File: config.mk
export PLATFORM = sky130hd
export DESIGN_NAME = rdsc_top
export DESIGN_NICKNAME = d
export VERILOG_FILES = /design/src/logic/rdsc_pkg.sv /design/src/logic/rdsc_top.sv /design/src/logic/rdsc_disch_field.sv /design/src/logic/rdsc_i2c_slave.sv
export VERILOG_INCLUDE_DIRS = /design/src /design/src/logic
export SDC_FILE = /design/constraint.sdc
export NUM_CORES = 1
export LEC_CHECK = 0
export BUFFER_PORTS_ARGS = -buffer_cell sky130_fd_sc_hd__buf_2
export CORE_ASPECT_RATIO = 2
export CORE_MARGIN = 4
export CORE_UTILIZATION = 60
export DETAILED_ROUTE_END_ITERATION = 8
export GPL_ROUTABILITY_DRIVEN = 0
export PLACE_DENSITY = 0.87
export SLEW_MARGIN = 20
export SYNTH_ARGS = -nofsm -noshare
export SYNTH_HDL_FRONTEND = slang
export SYNTH_SLANG_ARGS = --single-unit
File: constraint.sdc
create_clock -name ref_clk_i -period 3.1 [get_ports ref_clk_i]
set_clock_uncertainty 0.15 [all_clocks]
set_input_delay 0.155 -clock ref_clk_i [delete_from_list [all_inputs] [get_ports ref_clk_i]]
set_output_delay 0.155 -clock ref_clk_i [all_outputs]
set_load 0.005 [all_outputs]
File: src/logic/rdsc_defines.svh
// Register offsets, field positions, reset values and bus constants of the rail control bank.
// Assumes inclusion by bare name from every file of the bank except the package, which does not include it.
`ifndef RDSC_DEFINES_SVH
`define RDSC_DEFINES_SVH

// Register addresses
`define RDSC_ADDR_LDO3_CTRL    8'h29
`define RDSC_ADDR_DISCH_FIRST  8'h40
`define RDSC_ADDR_DISCH_SECOND 8'h41

// Control register fields
`define RDSC_CTRL_SLP_MSB      5
`define RDSC_CTRL_SLP_LSB      4
`define RDSC_CTRL_EN_BIT       0
`define RDSC_CTRL_STORE_MSB    5
`define RDSC_CTRL_RO_VALUE     2'b00
`define RDSC_CTRL_RESET        6'h0C

// Sleep-select encodings
`define RDSC_SLP_OFF           2'b00
`define RDSC_SLP_ON            2'b11

// Discharge fields
`define RDSC_FIELD_W           2
`define RDSC_FIELDS_PER_REG    4
`define RDSC_DISCH_CLEAR       2'b00
`define RDSC_DISCH_RESET       8'h55

// Serial bus
`define RDSC_DEV_ADDR          7'h5E
`define RDSC_BYTE_BITS         4'd8
`define RDSC_BYTE_ZERO         8'h00

`endif

File: src/logic/rdsc_pkg.sv
// Types shared by the rail discharge and sleep control bank.
// Assumes the defines header is compiled alongside.
package rdsc_pkg;

	// Discharge strength selected for one rail
	typedef enum logic [1:0] {
		RDSC_DIS_NONE,
		RDSC_DIS_100R,
		RDSC_DIS_200R,
		RDSC_DIS_500R
	} rdsc_disch_sel_t;

	// Register write request from the serial slave
	typedef struct packed {
		logic       vld;
		logic [7:0] addr;
		logic [7:0] data;
	} rdsc_wr_t;

endpackage : rdsc_pkg

File: src/logic/rdsc_top.sv
// Register bank for the third small LDO control and the two discharge-control registers.
// Assumes pins are synchronous to ref_clk_i; the board resolves the open-drain data line from sda_oe_o.
`timescale 1ns/1ps
`include "rdsc_defines.svh"

// Notes on behaviour
// - Sleep select 00 always keeps the third small LDO on its normal voltage code.
// - Sleep select 11 applies the sleep code while the assigned sleep pin is low, normal code otherwise.
// - Which of the two sleep pins governs the rail is fixed at configuration time.
// - An enable bit of 0 turns the rail off whatever the control pins say; 1 leaves normal enable control.
// - A discharge field reads and acts as 00 for as long as its rail is enabled.
// - Discharge codes are 00 none, 01 100 ohm, 10 200 ohm and 11 500 ohm.
// - The first discharge register holds controller rails four to one in bits 7:6 down to 1:0.
// - The second holds small LDO two, load switch one, rail six and rail five in bits 7:6 down to 1:0.
// - Control bits 7:6 are read-only, sleep select sits in 5:4 and the enable bit in bit 0.
module rdsc_top #(
	parameter logic [6:0] DEV_ADDR        = `RDSC_DEV_ADDR,
	parameter bit         SLEEP_PIN_TWO   = 1'b0,
	parameter logic [5:0] CTRL_RESET      = `RDSC_CTRL_RESET,
	parameter logic [7:0] DISCH1_RESET    = `RDSC_DISCH_RESET,
	parameter logic [7:0] DISCH2_RESET    = `RDSC_DISCH_RESET,
	parameter int         RAILS           = 8
) (
	input  wire logic                       ref_clk_i,
	input  wire logic                       resetn_i,
	input  wire logic                       scl_i,
	input  wire logic                       sda_i,
	output logic                            sda_o,
	output logic                            sda_oe_o,
	input  wire logic                       sleep_pin_one_i,
	input  wire logic                       sleep_pin_two_i,
	input  wire logic                       ldo_three_pin_enable_i,
	input  wire logic [RAILS-1:0]           rail_enabled_i,
	output logic                            ldo_three_on_o,
	output logic                            ldo_three_use_sleep_code_o,
	output rdsc_pkg::rdsc_disch_sel_t       discharge_select_o [RAILS]
);
	import rdsc_pkg::*;

	rdsc_wr_t        bus_wr;
	logic [7:0]      rd_addr;
	logic [7:0]      rd_data;
	logic [5:0]      ctrl_q;
	logic            on_q, use_sleep_q;
	logic            sleep_pin;
	logic [1:0]      sleep_select_ldo_three;
	logic            ldo_three_enable_bit;
	rdsc_disch_sel_t disch_sel [RAILS];

	// Serial control bus target
	rdsc_i2c_slave #(
		.DEV_ADDR (DEV_ADDR)
	) u_bus (
		.ref_clk_i (ref_clk_i),
		.resetn_i  (resetn_i),
		.scl_i     (scl_i),
		.sda_i     (sda_i),
		.sda_oe_o  (sda_oe_o),
		.wr_o      (bus_wr),
		.rd_addr_o (rd_addr),
		.rd_data_i (rd_data)
	);

	// Open drain: only ever pulls low
	assign sda_o = 1'b0;

	// Read decode of one discharge register from its four fields
	function automatic logic [7:0] disch_byte(input int base);
		logic [7:0] b;
		b = `RDSC_BYTE_ZERO;
		for (int k = 0; k < `RDSC_FIELDS_PER_REG; k++) begin
			b[k*`RDSC_FIELD_W +: `RDSC_FIELD_W] = disch_sel[base + k];
		end
		return b;
	endfunction : disch_byte

	// Register address decode, used for reads and writes
	function automatic int reg_slot(input logic [7:0] a);
		case (a)
			`RDSC_ADDR_LDO3_CTRL:    reg_slot = 0;
			`RDSC_ADDR_DISCH_FIRST:  reg_slot = 1;
			`RDSC_ADDR_DISCH_SECOND: reg_slot = 2;
			default:                 reg_slot = -1;
		endcase
	endfunction : reg_slot

	// Read data mux; unmapped addresses read zero
	always_comb begin
		case (reg_slot(rd_addr))
			0:       rd_data = {`RDSC_CTRL_RO_VALUE, ctrl_q};
			1:       rd_data = disch_byte(0);
			2:       rd_data = disch_byte(`RDSC_FIELDS_PER_REG);
			default: rd_data = `RDSC_BYTE_ZERO;
		endcase
	end

	// Control register store; bits 7:6 are not stored
	always_ff @(posedge ref_clk_i or negedge resetn_i) begin
		if (!resetn_i) begin
			ctrl_q <= CTRL_RESET;
		end else if (bus_wr.vld && reg_slot(bus_wr.addr) == 0) begin
			ctrl_q <= bus_wr.data[`RDSC_CTRL_STORE_MSB:0];
		end
	end

	assign sleep_select_ldo_three = ctrl_q[`RDSC_CTRL_SLP_MSB:`RDSC_CTRL_SLP_LSB];
	assign ldo_three_enable_bit   = ctrl_q[`RDSC_CTRL_EN_BIT];

	// Assigned sleep pin fixed by configuration
	assign sleep_pin = SLEEP_PIN_TWO ? sleep_pin_two_i : sleep_pin_one_i;

	// Voltage code selection; only 11 engages sleep, reserved codes act as off
	always_ff @(posedge ref_clk_i or negedge resetn_i) begin
		if (!resetn_i) begin
			use_sleep_q <= 1'b0;
		end else if (sleep_select_ldo_three == `RDSC_SLP_ON) begin
			use_sleep_q <= ~sleep_pin;
		end else begin
			use_sleep_q <= 1'b0;
		end
	end

	// Rail enable: software disable overrides the control pins
	always_ff @(posedge ref_clk_i or negedge resetn_i) begin
		if (!resetn_i) begin
			on_q <= 1'b0;
		end else begin
			on_q <= ldo_three_enable_bit & ldo_three_pin_enable_i;
		end
	end

	assign ldo_three_on_o             = on_q;
	assign ldo_three_use_sleep_code_o = use_sleep_q;

	// Discharge fields: first register rails 0..3, second register rails 4..7
	for (genvar i = 0; i < RAILS; i++) begin : g_field
		localparam int REG_IDX = i / `RDSC_FIELDS_PER_REG;
		localparam int LSB     = (i % `RDSC_FIELDS_PER_REG) * `RDSC_FIELD_W;
		localparam logic [7:0] RST_BYTE = (REG_IDX == 0) ? DISCH1_RESET : DISCH2_RESET;
		logic fld_wr;

		assign fld_wr = bus_wr.vld && (reg_slot(bus_wr.addr) == REG_IDX + 1);

		rdsc_disch_field #(
			.RESET_SEL (RST_BYTE[LSB +: `RDSC_FIELD_W])
		) u_field (
			.ref_clk_i (ref_clk_i),
			.resetn_i  (resetn_i),
			.wr_en_i   (fld_wr),
			.wr_data_i (bus_wr.data[LSB +: `RDSC_FIELD_W]),
			.rail_en_i (rail_enabled_i[i]),
			.sel_o     (disch_sel[i])
		);

		assign discharge_select_o[i] = disch_sel[i];
	end
endmodule : rdsc_top

File: src/logic/rdsc_disch_field.sv
// One two-bit discharge-select field with its automatic clear.
// Assumes the rail enable is a level synchronous to ref_clk_i.
`timescale 1ns/1ps
`include "rdsc_defines.svh"

module rdsc_disch_field #(
	parameter logic [1:0] RESET_SEL = `RDSC_DISCH_CLEAR
) (
	input  wire logic                     ref_clk_i,
	input  wire logic                     resetn_i,
	input  wire logic                     wr_en_i,
	input  wire logic [1:0]               wr_data_i,
	input  wire logic                     rail_en_i,
	output rdsc_pkg::rdsc_disch_sel_t     sel_o
);
	import rdsc_pkg::*;

	rdsc_disch_sel_t sel_q;

	// Field store; an enabled rail holds the field at none
	always_ff @(posedge ref_clk_i or negedge resetn_i) begin
		if (!resetn_i) begin
			sel_q <= rdsc_disch_sel_t'(RESET_SEL);
		end else if (rail_en_i) begin
			sel_q <= rdsc_disch_sel_t'(`RDSC_DISCH_CLEAR);
		end else if (wr_en_i) begin
			sel_q <= rdsc_disch_sel_t'(wr_data_i);
		end
	end

	assign sel_o = sel_q;
endmodule : rdsc_disch_field

File: src/logic/rdsc_i2c_slave.sv
// Serial control bus target: address match, register pointer, auto-incrementing reads and writes.
// Assumes scl_i and sda_i are already synchronous to ref_clk_i and sda is open drain.
`timescale 1ns/1ps
`include "rdsc_defines.svh"

module rdsc_i2c_slave #(
	parameter logic [6:0] DEV_ADDR = `RDSC_DEV_ADDR
) (
	input  wire logic                ref_clk_i,
	input  wire logic                resetn_i,
	input  wire logic                scl_i,
	input  wire logic                sda_i,
	output logic                     sda_oe_o,
	output rdsc_pkg::rdsc_wr_t       wr_o,
	output logic [7:0]               rd_addr_o,
	input  wire logic [7:0]          rd_data_i
);
	import rdsc_pkg::*;

	typedef enum logic [3:0] {
		ST_IDLE, ST_ADDR, ST_ADDR_ACK, ST_PTR, ST_PTR_ACK,
		ST_WDATA, ST_WDATA_ACK, ST_RDATA, ST_RDATA_ACK
	} rdsc_i2c_st_t;

	rdsc_i2c_st_t state_q;
	logic         scl_q, sda_q, rw_q, oe_q;
	logic [3:0]   cnt_q;
	logic [7:0]   shift_q, tx_q, ptr_q;
	rdsc_wr_t     wr_q;
	logic         scl_rise, scl_fall, bus_start, bus_stop, byte_done;

	// Bus edge and condition detection
	assign scl_rise  = scl_i & ~scl_q;
	assign scl_fall  = ~scl_i & scl_q;
	assign bus_start = scl_i & scl_q & sda_q & ~sda_i;
	assign bus_stop  = scl_i & scl_q & ~sda_q & sda_i;
	assign byte_done = (cnt_q == `RDSC_BYTE_BITS);

	// Previous line levels
	always_ff @(posedge ref_clk_i or negedge resetn_i) begin
		if (!resetn_i) begin
			scl_q <= 1'b1;
			sda_q <= 1'b1;
		end else begin
			scl_q <= scl_i;
			sda_q <= sda_i;
		end
	end

	// Protocol sequencing, bit count and line drive
	always_ff @(posedge ref_clk_i or negedge resetn_i) begin
		if (!resetn_i) begin
			state_q <= ST_IDLE;
			cnt_q   <= 4'd0;
			oe_q    <= 1'b0;
			rw_q    <= 1'b0;
			shift_q <= `RDSC_BYTE_ZERO;
			tx_q    <= `RDSC_BYTE_ZERO;
			ptr_q   <= `RDSC_BYTE_ZERO;
			wr_q    <= '0;
		end else begin
			wr_q.vld <= 1'b0;
			if (bus_start) begin
				state_q <= ST_ADDR;
				cnt_q   <= 4'd0;
				oe_q    <= 1'b0;
			end else if (bus_stop) begin
				state_q <= ST_IDLE;
				oe_q    <= 1'b0;
			end else if (scl_rise) begin
				case (state_q)
					ST_ADDR, ST_PTR, ST_WDATA: begin
						shift_q <= {shift_q[6:0], sda_i};
						cnt_q   <= cnt_q + 4'd1;
					end
					ST_RDATA: cnt_q <= cnt_q + 4'd1;
					ST_RDATA_ACK: begin
						if (sda_i) begin
							state_q <= ST_IDLE; // Controller ends the read
						end
					end
					default: ;
				endcase
			end else if (scl_fall) begin
				case (state_q)
					ST_ADDR: begin
						if (byte_done) begin
							cnt_q <= 4'd0;
							if (shift_q[7:1] == DEV_ADDR) begin
								rw_q    <= shift_q[0];
								oe_q    <= 1'b1;
								state_q <= ST_ADDR_ACK;
							end else begin
								state_q <= ST_IDLE;
							end
						end
					end
					ST_PTR: begin
						if (byte_done) begin
							cnt_q   <= 4'd0;
							ptr_q   <= shift_q;
							oe_q    <= 1'b1;
							state_q <= ST_PTR_ACK;
						end
					end
					ST_WDATA: begin
						if (byte_done) begin
							cnt_q   <= 4'd0;
							wr_q    <= '{vld: 1'b1, addr: ptr_q, data: shift_q};
							ptr_q   <= ptr_q + 8'h01;
							oe_q    <= 1'b1;
							state_q <= ST_WDATA_ACK;
						end
					end
					ST_ADDR_ACK, ST_RDATA_ACK: begin
						if (rw_q) begin
							tx_q    <= rd_data_i;
							oe_q    <= ~rd_data_i[7];
							ptr_q   <= ptr_q + 8'h01;
							cnt_q   <= 4'd0;
							state_q <= ST_RDATA;
						end else begin
							oe_q    <= 1'b0;
							state_q <= ST_PTR;
						end
					end
					ST_PTR_ACK, ST_WDATA_ACK: begin
						oe_q    <= 1'b0;
						state_q <= ST_WDATA;
					end
					ST_RDATA: begin
						if (byte_done) begin
							oe_q    <= 1'b0;
							cnt_q   <= 4'd0;
							state_q <= ST_RDATA_ACK;
						end else begin
							tx_q <= {tx_q[6:0], 1'b0};
							oe_q <= ~tx_q[6];
						end
					end
					default: ;
				endcase
			end
		end
	end

	assign sda_oe_o  = oe_q;
	assign wr_o      = wr_q;
	assign rd_addr_o = ptr_q;
endmodule : rdsc_i2c_slave

* Yosys cells after proc, flatten, opt, wreduce, memory -nomap -nowiden
Cells that the tools add are included.
** Word-level totals
- Register bits :: 76
- Bits of input ports :: 15
- Output and inout port bits :: 20
- Word-level logic and storage cells :: 180
** Operators by class
- Add/sub/neg operators :: 2
- Equal/unequal tests :: 40
- Mux-type cells :: 64
- Bitwise logic cells :: 18
- Reduce and logical (&&, ||, !) cells :: 33
** Operator list (number)
- case mux 32 bit (3 select lines) :: 2
- two-way mux 17 bit :: 6
- two-way mux 4 bit :: 17
- == test 32 x 2 -> 1 bit (second input constant) :: 2
- zero test 32 bit :: 2
- case mux 8 bit (3 select lines) :: 2
- two-way mux 2 bit :: 17
- == test 32 x 1 -> 1 bit (second input constant) :: 1
- == test 32 x 3 -> 1 bit (second input constant) :: 1
- == test 8 x 7 -> 1 bit (second input constant) :: 4
- two-way mux 8 bit :: 3
- case mux 4 bit (6 select lines) :: 1
- != test 4 x 1 -> 1 bit (second input constant) :: 5
- != test 5 x 1 -> 1 bit (second input constant) :: 4
- AND reduction 6 bit :: 3
- nonzero test 2 bit :: 9
- == test 4 x 3 -> 1 bit (second input constant) :: 4
- == test 8 x 6 -> 1 bit (second input constant) :: 2
- AND reduction 8 bit :: 2
- two-way mux 7 bit :: 2
- case mux 7 bit (2 select lines) :: 1
- AND reduction 7 bit :: 2
- != test 4 bit (second input constant) :: 3
- two-way mux 1 bit :: 10
- 24 further kinds :: 52

* Logic depth before layout (Yosys ltp)
Gate-level depths: netlist (run 1).
- Word-level depth :: 11
- Mapped depth :: 11

* Modules after synthesis
Synthesis (run 1) repeated with hierarchy kept, for this count alone.
** Unflattened totals
- Cells, all modules :: 383
- Area total of the unflattened synthesis :: 4167.7 sq um
** Modules (own cells, without submodules)
- rdsc_i2c_slave :: instances 1, cells an instance 256, area each 2817.7 sq um, seq. area each 1303.8 sq um
- rdsc_top :: instances 1, cells an instance 79, area each 719.4 sq um, seq. area each 202.7 sq um
- rdsc_disch_field :: instances 8, cells an instance 6, area each 78.8 sq um, seq. area each 51.3 sq um

* Worst setup path after synthesis (run 1)
Ideal clock, no wire load.
- Path kind :: reg-to-reg
- From :: register u_bus.scl_q
- To :: register u_bus.wr_q (netlist bit u_bus.wr_o[2])
- Setup time :: 128 ps
- Arrival time :: 1994 ps
- Data required time :: 2822 ps
- Setup slack :: 829 ps
- Cell stages (with the launch flop) :: 9
- Buffers on the path :: 2
- Clock period less this slack :: 2271 ps
- Cells stage by stage :: dfstp_2 inv_1 ha_1 buf_2 nor2b_2 a21boi_2 nand4_4 buf_2 mux2_1
** Between the ends
- Word-level cells in the longest chain between the ends :: 5
** Ends and longest elaborated chain
- from (decl) :: RTL line rdsc_i2c_slave.sv:26 : logic scl_q, sda_q, rw_q, oe_q;
- from (signal assigned) :: RTL line rdsc_i2c_slave.sv:45 : scl_q <= scl_i;
- AND 1 bit :: RTL line rdsc_i2c_slave.sv:35, rdsc_i2c_slave.sv:36
- AND 1 bit (on tied branches) (2 in a row) :: RTL line rdsc_i2c_slave.sv:35, rdsc_i2c_slave.sv:36
- inverter 1 bit (no line)
- AND reduction 6 bit (no line) (*)
- to (signal assigned) :: RTL line rdsc_i2c_slave.sv:109 : wr_q <= '{vld: 1'b1, addr: ptr_q, data: shift_q};
- to (decl) :: RTL line rdsc_i2c_slave.sv:29 : rdsc_wr_t wr_q;
Mark *: on every way between the ends. The rest lies on a longest branch, timed or not.
A chain may end at the register's enable or synchronous reset.

* Final worst setup path (run 1)
- From :: register u_bus.scl_q
- To :: register u_bus.tx_q[0]
** Between the ends
- Word-level cells in the longest chain between the ends :: 5
** Ends and longest elaborated chain
- AND 1 bit :: RTL line rdsc_i2c_slave.sv:35, rdsc_i2c_slave.sv:36
- AND 1 bit (on tied branches) (2 in a row) :: RTL line rdsc_i2c_slave.sv:35, rdsc_i2c_slave.sv:36
- inverter 1 bit (no line)
- AND reduction 7 bit (no line) (*)
- to (signal assigned) :: RTL line rdsc_i2c_slave.sv:58 : tx_q <= `RDSC_BYTE_ZERO;
- to (signal assigned) :: RTL line rdsc_i2c_slave.sv:117 : tx_q <= rd_data_i;
- to (signal assigned) :: RTL line rdsc_i2c_slave.sv:137 : tx_q <= {tx_q[6:0], 1'b0};
- to (decl) :: RTL line rdsc_i2c_slave.sv:28 : logic [7:0] shift_q, tx_q, ptr_q;
Marked as above.

==> qor.txt, run 1 <==
outcome -> finished clean
RSZ-0062 raised after global routing -> false
Top FF cell, synth -> dfrtp_1
M1 WL -> 3690 µm
Pwr Total -> 2.19 mW
Mapped Area -> 4120 µm²
Crit Reg-Reg Endpoint -> u_bus.tx_q[0]
multi-input logic area -> 2030 µm²
Post-synth EDFFs -> 0
via count -> 3198
Setup crit start kind -> register
first-pass GRT wire length -> 17000 µm
metal2 WL -> 5570 µm
Max rail drop VDD -> 334 µV
Fmax -> 377 MHz
clock root cell -> clkbuf_16
synth unique cells -> 72
Sw Pwr -> 0.534 mW
htree depth -> 3
flip-flop and latch area -> 1920 µm²
synthesized area per cell -> 10.9 µm²
vias per cell -> 6.23
TritonRoute pass-1 iters -> 4
CTS buffer count -> 9
Worst Path Required -> 3.19 ns
FF-to-FF path depth -> 7
initial antenna violation count -> 0
largest net degree at the start of global routing -> 32
DPL Wire Length -> 7170 µm
critical setup path kind -> reg2reg
layout cells sized above 1 -> 0.233
DR top layer -> met4
CP Capture Point -> u_bus.tx_q[0]
DRT Wirelength -> 10200 µm
post-route cell area -> 4710 µm²
top fanout value on the critical path -> 9
chip height -> 125 µm
Slew headroom -> 0.561
ranking of synthesized cells by area -> dfrtp_1 (39%), dfstp_2 (7.7%), mux2_2 (6.0%)
CP max stage delay -> 0.54 ns
GR Util All Layers -> 0.267
Antenna Nets Post-Route -> 0
min Tclk post-route -> 2.65 ns
asr flop ratio synth -> 1.00
Critical Path Sink Type -> register
Starting Density -> 0.617
MaxCap Viol Count -> 0
Clk pin slew, worst setup/hold paths -> 0.06 ns
Initial DRC Count -> 255
fin crit share -> 0.856
port bufs -> 32
cell count after synthesis -> 377
vias in the first global route -> 3419
postcts setup bufs -> 0
synth-to-layout area growth -> 14.5%
WL/cell -> 19.8 µm
Cell Int Power -> 1.66 mW
sequential power share -> 0.494
setup TNS -> 0 ns
Final Setup Violations -> 0
nets@finish -> 446
CP Data Arrival Time -> 2.75 ns
Net Sw Frac -> 0.243
chip width -> 66.6 µm
YS warnings -> 0
PwrDens -> 465 nW/µm²
Top delay family on crit path -> compound AO/OA/AOI/OAI gates
GRT overflow -> 0
Placement Rows -> 42
Ant. Diodes -> 0
Buf+Inv Stages, Crit Path -> 1
worst min path class -> in2async
CP Depth -> 7
Cell Area, Placed -> 4310 µm²
DRC Markers -> 0
power share of the combinational group -> 0.067
core area -> 6670 µm²
CTS Buffer Depth -> 2
Reg2Reg Launch Point -> u_bus.scl_q
synthesized flop and latch total -> 76
clock group share of total power -> 0.439
num ports -> 35
CTS tree -> done
syn nets -> 403
CTS resizes -> 0
slowest stage cell, crit path -> dfstp_2
Synth top area share -> 0.389
CTS Sinks -> 76
routed wl met3 -> 340 µm
Tightest Pin Transition -> 0.656 ns
Leak -> 2.21 nW
Clk Latency, worst-skew pair -> 0.34 ns
crit-path cells -> inv_1, ha_1, nor2b_2, a21boi_2, o21a_1, or3b_1, o22ai_1
# fillers -> 453
final hold vios -> 0
die area -> 8330 µm²
Final Max Tran Viols -> 0
register area share after synthesis -> 0.466
critical path launch point -> u_bus.scl_q
r2r setup slk -> 0.45 ns
leading area contributor after synthesis -> dfrtp_1
==> synthesized netlist by cell type (all sizes together) (2+ instances only) <==
library cell  instances
a21oi                14
or2b                  2
nand4b                2
and3                  6
inv                  14
a31o                  2
o311ai                3
nand4                 2
ha                   11
a22o                  6
nor4b                 2
nand2b                3
mux2                 34
nor2                 31
o31a                  2
nand3b                5
dfstp                12
clkbuf                4
nor2b                 4
nand2                24
and3b                 2
buf                  14
mux2i                21
or3                   2
o21bai                4
o21ai                17
nand3                11
o21a                  4
a22oi                 2
dfrtp                64
or3b                  2
o31ai                 4
a21o                  2
a31oi                 4
xor2                  2
nor3                 14
nor4                  3
==> per-stage QoR <==
| step | hold WS [ns] | cells | setup slack [ns] | util |
|---|---|---|---|---|
| floorplan | -0.291 | 377 | 0.829 | - |
| global placement | 0.0158 | 484 | 0.602 | 0.646 |
| detailed placement | 0.0190 | 484 | 0.527 | 0.646 |
| CTS | 0.194 | 513 | 0.449 | 0.706 |
| global route | 0.247 | 513 | 0.291 | 0.706 |
| finish | 0.190 | 513 | 0.446 | 0.706 |
==> power by group through the flow <==
stage / Clock [mW] / Sequential [mW] / Combinational, mW
detailed placement: 0 / 1.10 / 0.133
floorplan: 0 / 1.07 / 0.0901
global route: 1.02 / 1.08 / 0.166
CTS: 0.971 / 1.08 / 0.148
finish: 0.963 / 1.08 / 0.147
global placement: 0 / 1.10 / 0.125
==> cells in the final DEF, fill, tap and decap left out, drive strengths merged, types with 6 or more instances in the layout <==
cell type     n
mux2i        21
a22o          6
nand2        24
nand3        11
inv          14
clkbuf       12
dlygate4sd3  13
mux2         34
and3          6
ha           11
o21ai        17
dfrtp        64
nor3         14
a21oi        14
dfstp        12
nor2         31
buf          37
==> layer usage <==
layer  global-route usage  vias to the layer above
met4                0.168                        0
met2                0.456                       83
li1                     -                     1459
met1                0.287                     1611
met3               0.0610                       45
met5                    0                        -
==> sequential cells by signal, summed over array words and instances (netlist names) <==
name	cells
ctrl_q	6
g_field.u_field.sel_o	16
ldo_three_on_o	1
ldo_three_use_sleep_code_o	1
u_bus.cnt_q	4
u_bus.rd_addr_o	8
u_bus.rw_q	1
u_bus.scl_q	1
u_bus.sda_oe_o	1
u_bus.sda_q	1
u_bus.shift_q	8
u_bus.state_q	4
u_bus.tx_q	7
u_bus.wr_o	17
==> worst register-to-register path, cell delays in order (launching register included) <==
cell	delay (ns)
dfstp_2	0.54
inv_1	0.04
ha_1	0.29
nor2b_2	0.18
a21boi_2	0.37
o21a_1	0.42
or3b_1	0.41
o22ai_1	0.17
==> kinds of logic after synthesis <==
| logic type | Yosys count | synth area share |
|---|---|---|
| AND/OR/NAND/NOR | 120 | 0.171 |
| buffers and inverters | 32 | 0.0401 |
| flip-flops | 76 | 0.466 |
| multiplexers | 55 | 0.144 |
| adder cells (fa/ha/maj) | 11 | 0.0334 |
| other | 1 | 0.000911 |
| AO/OA/AOI/OAI | 79 | 0.139 |
| XOR/XNOR | 3 | 0.00638 |
==> worst min-delay path by stage <==
stage                                              to  slack, ns  cells after the start
after CTS                                   ctrl_q[1]       0.19                      2
after global placement                  u_bus.tx_q[0]       0.02                      1
after global routing      g_field[1].u_field.sel_o[1]       0.25                      2
after floorplan                             ctrl_q[0]      -0.29                      0
final                                   u_bus.tx_q[0]       0.19                      2
after detailed placement                u_bus.tx_q[5]       0.02                      1
==> cell type report <==
cell class | instances | area share
multi-input combinational | 269 | 0.432
sequential | 76 | 0.407
timing repair buffer | 50 | 0.0695
clock buffer | 12 | 0.0523
tap | 88 | 0.0234
inverter | 14 | 0.0111
clock inverter | 4 | 0.00557
==> repair_timing <==
action	CTS	global route
hold buffers	13	0
hold endpoints to repair	36	0
endpoints found under the setup margin	0	0
(Power assumes the default switching activity.)
==> inputs of run 2 (changes only) <==
--- a/config.mk
+++ b/config.mk
@@ -8,7 +8,6 @@
 export LEC_CHECK = 0
 export BUFFER_PORTS_ARGS = -buffer_cell sky130_fd_sc_hd__buf_2
 export CORE_ASPECT_RATIO = 2
-export CORE_MARGIN = 4
 export CORE_UTILIZATION = 60
 export DETAILED_ROUTE_END_ITERATION = 8
 export GPL_ROUTABILITY_DRIVEN = 0
==> constraint.sdc (replaced) <==
create_clock -name ref_clk_i -period 3.1 [get_ports ref_clk_i]
set_clock_uncertainty 0.15 [all_clocks]
set_input_delay 0.93 -clock ref_clk_i [delete_from_list [all_inputs] [get_ports ref_clk_i]]
set_output_delay 0.93 -clock ref_clk_i [all_outputs]
set_load 0.005 [all_outputs]
==> run 2 against run 1 <==
Net effect:
- worst setup slack lost 0.027 ns
- register-to-register slack lost 0.03 ns
- count of clock-buffer cells in the layout shrank 2
- design area shrank 1.4%
- total power grew 4.0%
- non-clock buffer count shrank 10
- largest cell class unchanged
- sequential share of layout area grew 0.57 points
- hold slack gained 0.16 ns
- via count grew 1.9%
- fmax shrank 0.99%
- combinational power shrank 9%
- flip-flop and latch count is the same
==> qor.txt, run 2 (synthesized netlist as in run 1, its figures left out) <==
outcome -> finished clean (unchanged)
WL/cell -> 19.9 µm (was 19.8 µm)
Fmax -> 373 MHz (was 377 MHz)
max FFs per register -> 17 (unchanged)
CTS Sinks -> 76 (unchanged)
CTS buffer count -> 9 (unchanged)
Final Util -> 0.702 (was 0.706)
Buf+Inv Stages, Crit Path -> 0 (was 1)
Top delay family on crit path -> simple AND/OR/NAND/NOR gates (was compound AO/OA/AOI/OAI gates)
Cell Area, Placed -> 4350 µm² (was 4310 µm²)
first-pass GRT wire length -> 15700 µm (was 17000 µm)
Critical Path Sink Type -> register (unchanged)
MaxCap Viol Count -> 0 (unchanged)
core area -> 6620 µm² (was 6670 µm²)
die area -> 7220 µm² (was 8330 µm²)
Initial DRC Count -> 371 (was 255)
Clk pin slew, worst setup/hold paths -> 0.06 ns (about the same)
vias in the first global route -> 3262 (was 3419)
Final Setup Violations -> 0 (unchanged)
critical setup path kind -> reg2reg (unchanged)
final hold vios -> 0 (unchanged)
postcts setup bufs -> 0 (unchanged)
nets@finish -> 436 (was 446)
chip height -> 119 µm (was 125 µm)
most frequent cells in the layout -> dfrtp_1 (64), buf_2 (32), nor2_1 (31), nand2_1 (24), mux2_2 (22) (unchanged)
Antenna Nets Post-Route -> 0 (unchanged)
Ant. Diodes -> 0 (unchanged)
Tightest Pin Transition -> 0.652 ns (was 0.656 ns)
CTS tree -> done (unchanged)
CP Data Arrival Time -> 2.81 ns (was 2.75 ns)
worst min path class -> reg2reg (was in2async)
synth-to-layout area growth -> 12.9% (was 14.5%)
layout cells sized above 1 -> 0.251 (was 0.233)
fin crit share -> 0.865 (was 0.856)
Starting Density -> 0.622 (was 0.617)
Slew headroom -> 0.565 (was 0.561)
GRT overflow -> 0 (unchanged)
port bufs -> 32 (unchanged)
CTS resizes -> 0 (unchanged)
vias per cell -> 6.48 (was 6.23)
post-route cell area -> 4650 µm² (was 4710 µm²)
chip width -> 60.6 µm (was 66.6 µm)
clock root cell -> clkbuf_16 (unchanged)
top fanout value on the critical path -> 8 (was 9)
setup TNS -> 0 ns (unchanged)
num ports -> 35 (unchanged)
CP max stage delay -> 0.45 ns (was 0.54 ns)
Worst Path Required -> 3.23 ns (was 3.19 ns)
Setup crit start kind -> register (unchanged)
slowest stage cell, crit path -> a41oi_2 (was dfstp_2)
TritonRoute pass-1 iters -> 6 (was 4)
RSZ-0062 raised after global routing -> false (unchanged)
largest net degree at the start of global routing -> 37 (was 32)
via count -> 3260 (was 3198)
Pwr Total -> 2.28 mW (was 2.19 mW)
Leak -> 2.19 nW (was 2.21 nW)
Final Max Tran Viols -> 0 (unchanged)
Placement Rows -> 42 (unchanged)
min Tclk post-route -> 2.68 ns (was 2.65 ns)
GR Util All Layers -> 0.299 (was 0.267)
PwrDens -> 491 nW/µm² (was 465 nW/µm²)
most common cell after layout, fill and taps aside -> dfrtp_1 (unchanged)
hold slack -> 0.354 ns (was 0.190 ns)
crit-path cells -> nor3_2, and3_1, nand2_1, ha_1, a41oi_2, nor3_4, o32ai_1, mux2_2 (was inv_1, ha_1, nor2b_2, a21boi_2, o21a_1, or3b_1, o22ai_1)
Hold Buf Count CTS -> 0 (was 13)
initial antenna violation count -> 0 (unchanged)
DRT Wirelength -> 9990 µm (was 10200 µm)
htree depth -> 3 (unchanged)
DPL Wire Length -> 6960 µm (was 7170 µm)
Clk Latency, worst-skew pair -> 0.34 ns (about the same)
CTS Buffer Depth -> 2 (unchanged)
DRC Markers -> 0 (unchanged)
Max rail drop VDD -> 321 µV (was 334 µV)
==> run 2: changes by cell type in the layout (fill, tap and decap cells not counted), sizes merged <==
cell         change
buf              +3
bufinv           +1
clkbuf           -2
clkinvlp         +1
dlygate4sd3     -13
==> run 2: layout make-up <==
cell class,instances,area [µm²]
inverter,14,52.6
multi-input combinational,269,2030
clock buffer,10,239
sequential,76,1920
fill,485,1970
clock inverter,6,63.8
tap,88,110
timing repair buffer,40,233
==> run 2: report_power, final <==
part | switching [mW] | leakage (nW) | internal (mW)
Clock | 0.414 | 0.144 | 0.643
Sequential | 0.0636 | 1.00 | 1.03
Combinational | 0.0730 | 1.04 | 0.0610
==> run 2: per-stage QoR <==
step	setup slack [ns]	cells
finish	0.419	503
global route	0.320	503
CTS	0.418	503
detailed placement	0.151	487
global placement	0.183	487
floorplan	0.443	377
==> run 2: path summary, 6_finish.rpt <==
path	from	to	slack [ns]	cells after the start
setup / recovery	u_bus.rd_addr_o[2]	u_bus.tx_q[1]	0.42	8
hold / removal	u_bus.wr_o[15]	u_bus.wr_o[15]	0.35	1
setup reg to reg	u_bus.rd_addr_o[2]	u_bus.tx_q[1]	0.42	8
hold reg to reg	u_bus.wr_o[15]	u_bus.wr_o[15]	0.35	1
max in group asynchronous	resetn_i	g_field[2].u_field.sel_o[0]	1.64	2
min in group asynchronous	resetn_i	u_bus.tx_q[0]	0.46	1
==> run 2: per-layer routing <==
metal	vias up	routed length (µm)	GRT usage	part of all wire
met5	-	0	0	0
met1	1616	3500	0.327	0.35
li1	1448	-	-	-
met2	149	5500	0.503	0.55
met4	0	517	0.196	0.052
met3	47	484	0.0521	0.048
==> inputs of run 3 (changes only) <==
--- a/config.mk
+++ b/config.mk
@@ -8,10 +8,10 @@
 export LEC_CHECK = 0
 export BUFFER_PORTS_ARGS = -buffer_cell sky130_fd_sc_hd__buf_2
 export CORE_ASPECT_RATIO = 2
-export CORE_UTILIZATION = 60
+export CORE_UTILIZATION = 64
 export DETAILED_ROUTE_END_ITERATION = 8
 export GPL_ROUTABILITY_DRIVEN = 0
-export PLACE_DENSITY = 0.87
+export PLACE_DENSITY = 0.92
 export SLEW_MARGIN = 20
 export SYNTH_ARGS = -nofsm -noshare
 export SYNTH_HDL_FRONTEND = slang
==> constraint.sdc (replaced) <==
create_clock -name ref_clk_i -period 3.23 [get_ports ref_clk_i]
set_clock_uncertainty 0.15 [all_clocks]
set_input_delay 0.969 -clock ref_clk_i [delete_from_list [all_inputs] [get_ports ref_clk_i]]
set_output_delay 0.969 -clock ref_clk_i [all_outputs]
set_load 0.005 [all_outputs]
==> run 3 against run 2 <==
Net effect:
- highest routed layer unchanged
- utilization rose by 4.3 points
- critical path depth is the same
- largest cell class unchanged
- largest power group is now clock
- fmax is 2.5% lower
==> qor.txt, run 3 (synthesized netlist as in run 1, its figures left out) <==
port bufs -> 32 (unchanged)
fin crit share -> 0.852 (was 0.865)
Antenna Nets Post-Route -> 0 (unchanged)
largest net degree at the start of global routing -> 62 (was 37)
worst min path class -> reg2reg (unchanged)
Final Setup Violations -> 0 (unchanged)
top fanout value on the critical path -> 8 (unchanged)
Worst Path Required -> 3.36 ns (was 3.23 ns)
fin cells -> 499 (was 503)
synth-to-layout area growth -> 13.3% (was 12.9%)
final hold vios -> 0 (unchanged)
placed instance count -> 483 (was 487)
Clk Latency, worst-skew pair -> 0.34 ns (about the same)
outcome -> finished clean (unchanged)
GR Util All Layers -> 0.322 (was 0.299)
RSZ-0062 raised after global routing -> false (unchanged)
Pwr Total -> 2.29 mW (was 2.28 mW)
core area -> 6260 µm² (was 6620 µm²)
Hold Path Sink -> ctrl_q[1] (was u_bus.wr_o[15])
MaxCap Viol Count -> 0 (unchanged)
Initial DRC Count -> 234 (was 371)
Final Worst Setup Slack -> 0.479 ns (was 0.419 ns)
Clk pin slew, worst setup/hold paths -> 0.06 ns (about the same)
# fillers -> 402 (was 485)
vias in the first global route -> 3310 (was 3262)
min Tclk post-route -> 2.75 ns (was 2.68 ns)
critical setup path kind -> reg2reg (unchanged)
die area -> 6780 µm² (was 7220 µm²)
CTS buffer count -> 9 (unchanged)
FF-to-FF path depth -> 8 (unchanged)
Final Max Tran Viols -> 0 (unchanged)
most common cell after layout, fill and taps aside -> dfrtp_1 (unchanged)
DRT Wirelength -> 9660 µm (was 9990 µm)
postcts setup bufs -> 0 (unchanged)
Critical Path Sink Type -> register (unchanged)
DRC Markers -> 0 (unchanged)
Crit Reg-Reg Endpoint -> u_bus.tx_q[3] (was u_bus.tx_q[1])
min-delay src -> ctrl_q[1] (was u_bus.wr_o[15])
clock root cell -> clkbuf_16 (unchanged)
layout cells sized above 1 -> 0.247 (was 0.251)
DPL Wire Length -> 6670 µm (was 6960 µm)
Max rail drop VDD -> 391 µV (was 321 µV)
htree depth -> 3 (unchanged)
WL/cell -> 19.4 µm (was 19.9 µm)
most frequent cells in the layout -> dfrtp_1 (64), buf_2 (32), nor2_1 (31), nand2_1 (24), mux2_2 (22) (unchanged)
Tightest Pin Transition -> 0.697 ns (was 0.652 ns)
num ports -> 35 (unchanged)
GRT overflow -> 0 (unchanged)
CP max stage delay -> 0.45 ns (about the same)
first-pass GRT wire length -> 16100 µm (was 15700 µm)
Starting Density -> 0.658 (was 0.622)
CTS Buffer Depth -> 2 (unchanged)
PwrDens -> 491 nW/µm² (about the same)
CP Data Arrival Time -> 2.88 ns (was 2.81 ns)
Slew headroom -> 0.534 (was 0.565)
max FFs per register -> 17 (unchanged)
Leak -> 2.20 nW (was 2.19 nW)
vias per cell -> 6.28 (was 6.48)
Placement Rows -> 41 (was 42)
CTS resizes -> 0 (unchanged)
Fmax -> 364 MHz (was 373 MHz)
Setup crit start kind -> register (unchanged)
Reg2Reg Launch Point -> u_bus.rd_addr_o[4] (was u_bus.rd_addr_o[2])
nets@finish -> 434 (was 436)
pre-CTS setup slack -> 0.214 ns (was 0.151 ns)
Hold Buf Count CTS -> 0 (unchanged)
CTS Sinks -> 76 (unchanged)
via count -> 3134 (was 3260)
r2r setup slk -> 0.48 ns (was 0.42 ns)
CTS tree -> done (unchanged)
chip height -> 115 µm (was 119 µm)
TritonRoute pass-1 iters -> 5 (was 6)
initial antenna violation count -> 0 (unchanged)
Hold Path Cell Cnt -> 1 (unchanged)
Ant. Diodes -> 0 (unchanged)
setup TNS -> 0 ns (unchanged)
crit-path cells -> nor3_2, and3_1, nand2_1, ha_1, a41oi_2, nor3_4, o31ai_1, mux2_2 (was nor3_2, and3_1, nand2_1, ha_1, a41oi_2, nor3_4, o32ai_1, mux2_2)
slowest stage cell, crit path -> dfrtp_1 (was a41oi_2)
chip width -> 58.7 µm (was 60.6 µm)
[run 3: cell count changes in the layout (fill, tap and decap cells not counted)]
cell | previous run | this run
bufinv_16 | 1 | 2
buf_4 | 7 | 5
inv_6 | 0 | 1
clkinv_2 | 2 | 1
clkinvlp_4 | 2 | 0
clkbuf_8 | 1 | 2
[run 3: how the worst max path moves through the flow]
stage,slack (ns),depth (start not counted),end,start
after detailed placement,0.21,8,u_bus.tx_q[0],scl_i
after floorplan,0.53,7,u_bus.wr_o[2],scl_i
final,0.48,8,u_bus.tx_q[3],u_bus.rd_addr_o[4]
after global routing,0.36,8,u_bus.tx_q[3],u_bus.rd_addr_o[4]
after CTS,0.53,8,u_bus.tx_q[0],scl_i
after global placement,0.28,8,u_bus.tx_q[0],scl_i
[run 3: metal layers]
layer  global-route usage  up-vias  share of wire
li1                     -     1434              -
met4                0.200        0          0.046
met1                0.355     1546           0.36
met5                    0        -              0
met3               0.0848       39          0.044
met2                0.542      115           0.55
[run 3: critical path, delay by kind of cell, from the launching register on]
| family | cells | cell delay (ns) |
|---|---|---|
| simple gates | 4 | 0.84 |
| compound gates | 2 | 0.80 |
| fa+ha+maj | 1 | 0.22 |
| flops | 1 | 0.45 |
| mux | 1 | 0.22 |
[run 3: area by class of cell]
| class | count | area, µm² | area share |
|---|---|---|---|
| Multi-Input combinational cell | 269 | 2030 | 0.436 |
| Clock inverter | 5 | 82.6 | 0.0177 |
| Clock buffer | 11 | 253 | 0.0542 |
| Sequential cell | 76 | 1920 | 0.411 |
| Tap cell | 86 | 108 | 0.0231 |
| Inverter | 14 | 52.6 | 0.0113 |
| Timing Repair Buffer | 38 | 218 | 0.0467 |
[run 3: power by group]
group	switching [mW]	leakage, nW	internal [mW]
clock	0.400	0.166	0.721
sequential	0.0555	1.00	0.986
combinational	0.0688	1.03	0.0579
[run 3: through the flow]
step | instance area (µm²) | util | hold WS, ns
2_1_floorplan | 4120 | - | 0.300
3_3_place_gp | 4330 | 0.692 | 0.318
3_5_place_dp | 4330 | 0.692 | 0.330
4_1_cts | 4660 | 0.745 | 0.348
5_1_grt | 4660 | 0.745 | 0.355
6_report | 4660 | 0.745 | 0.354
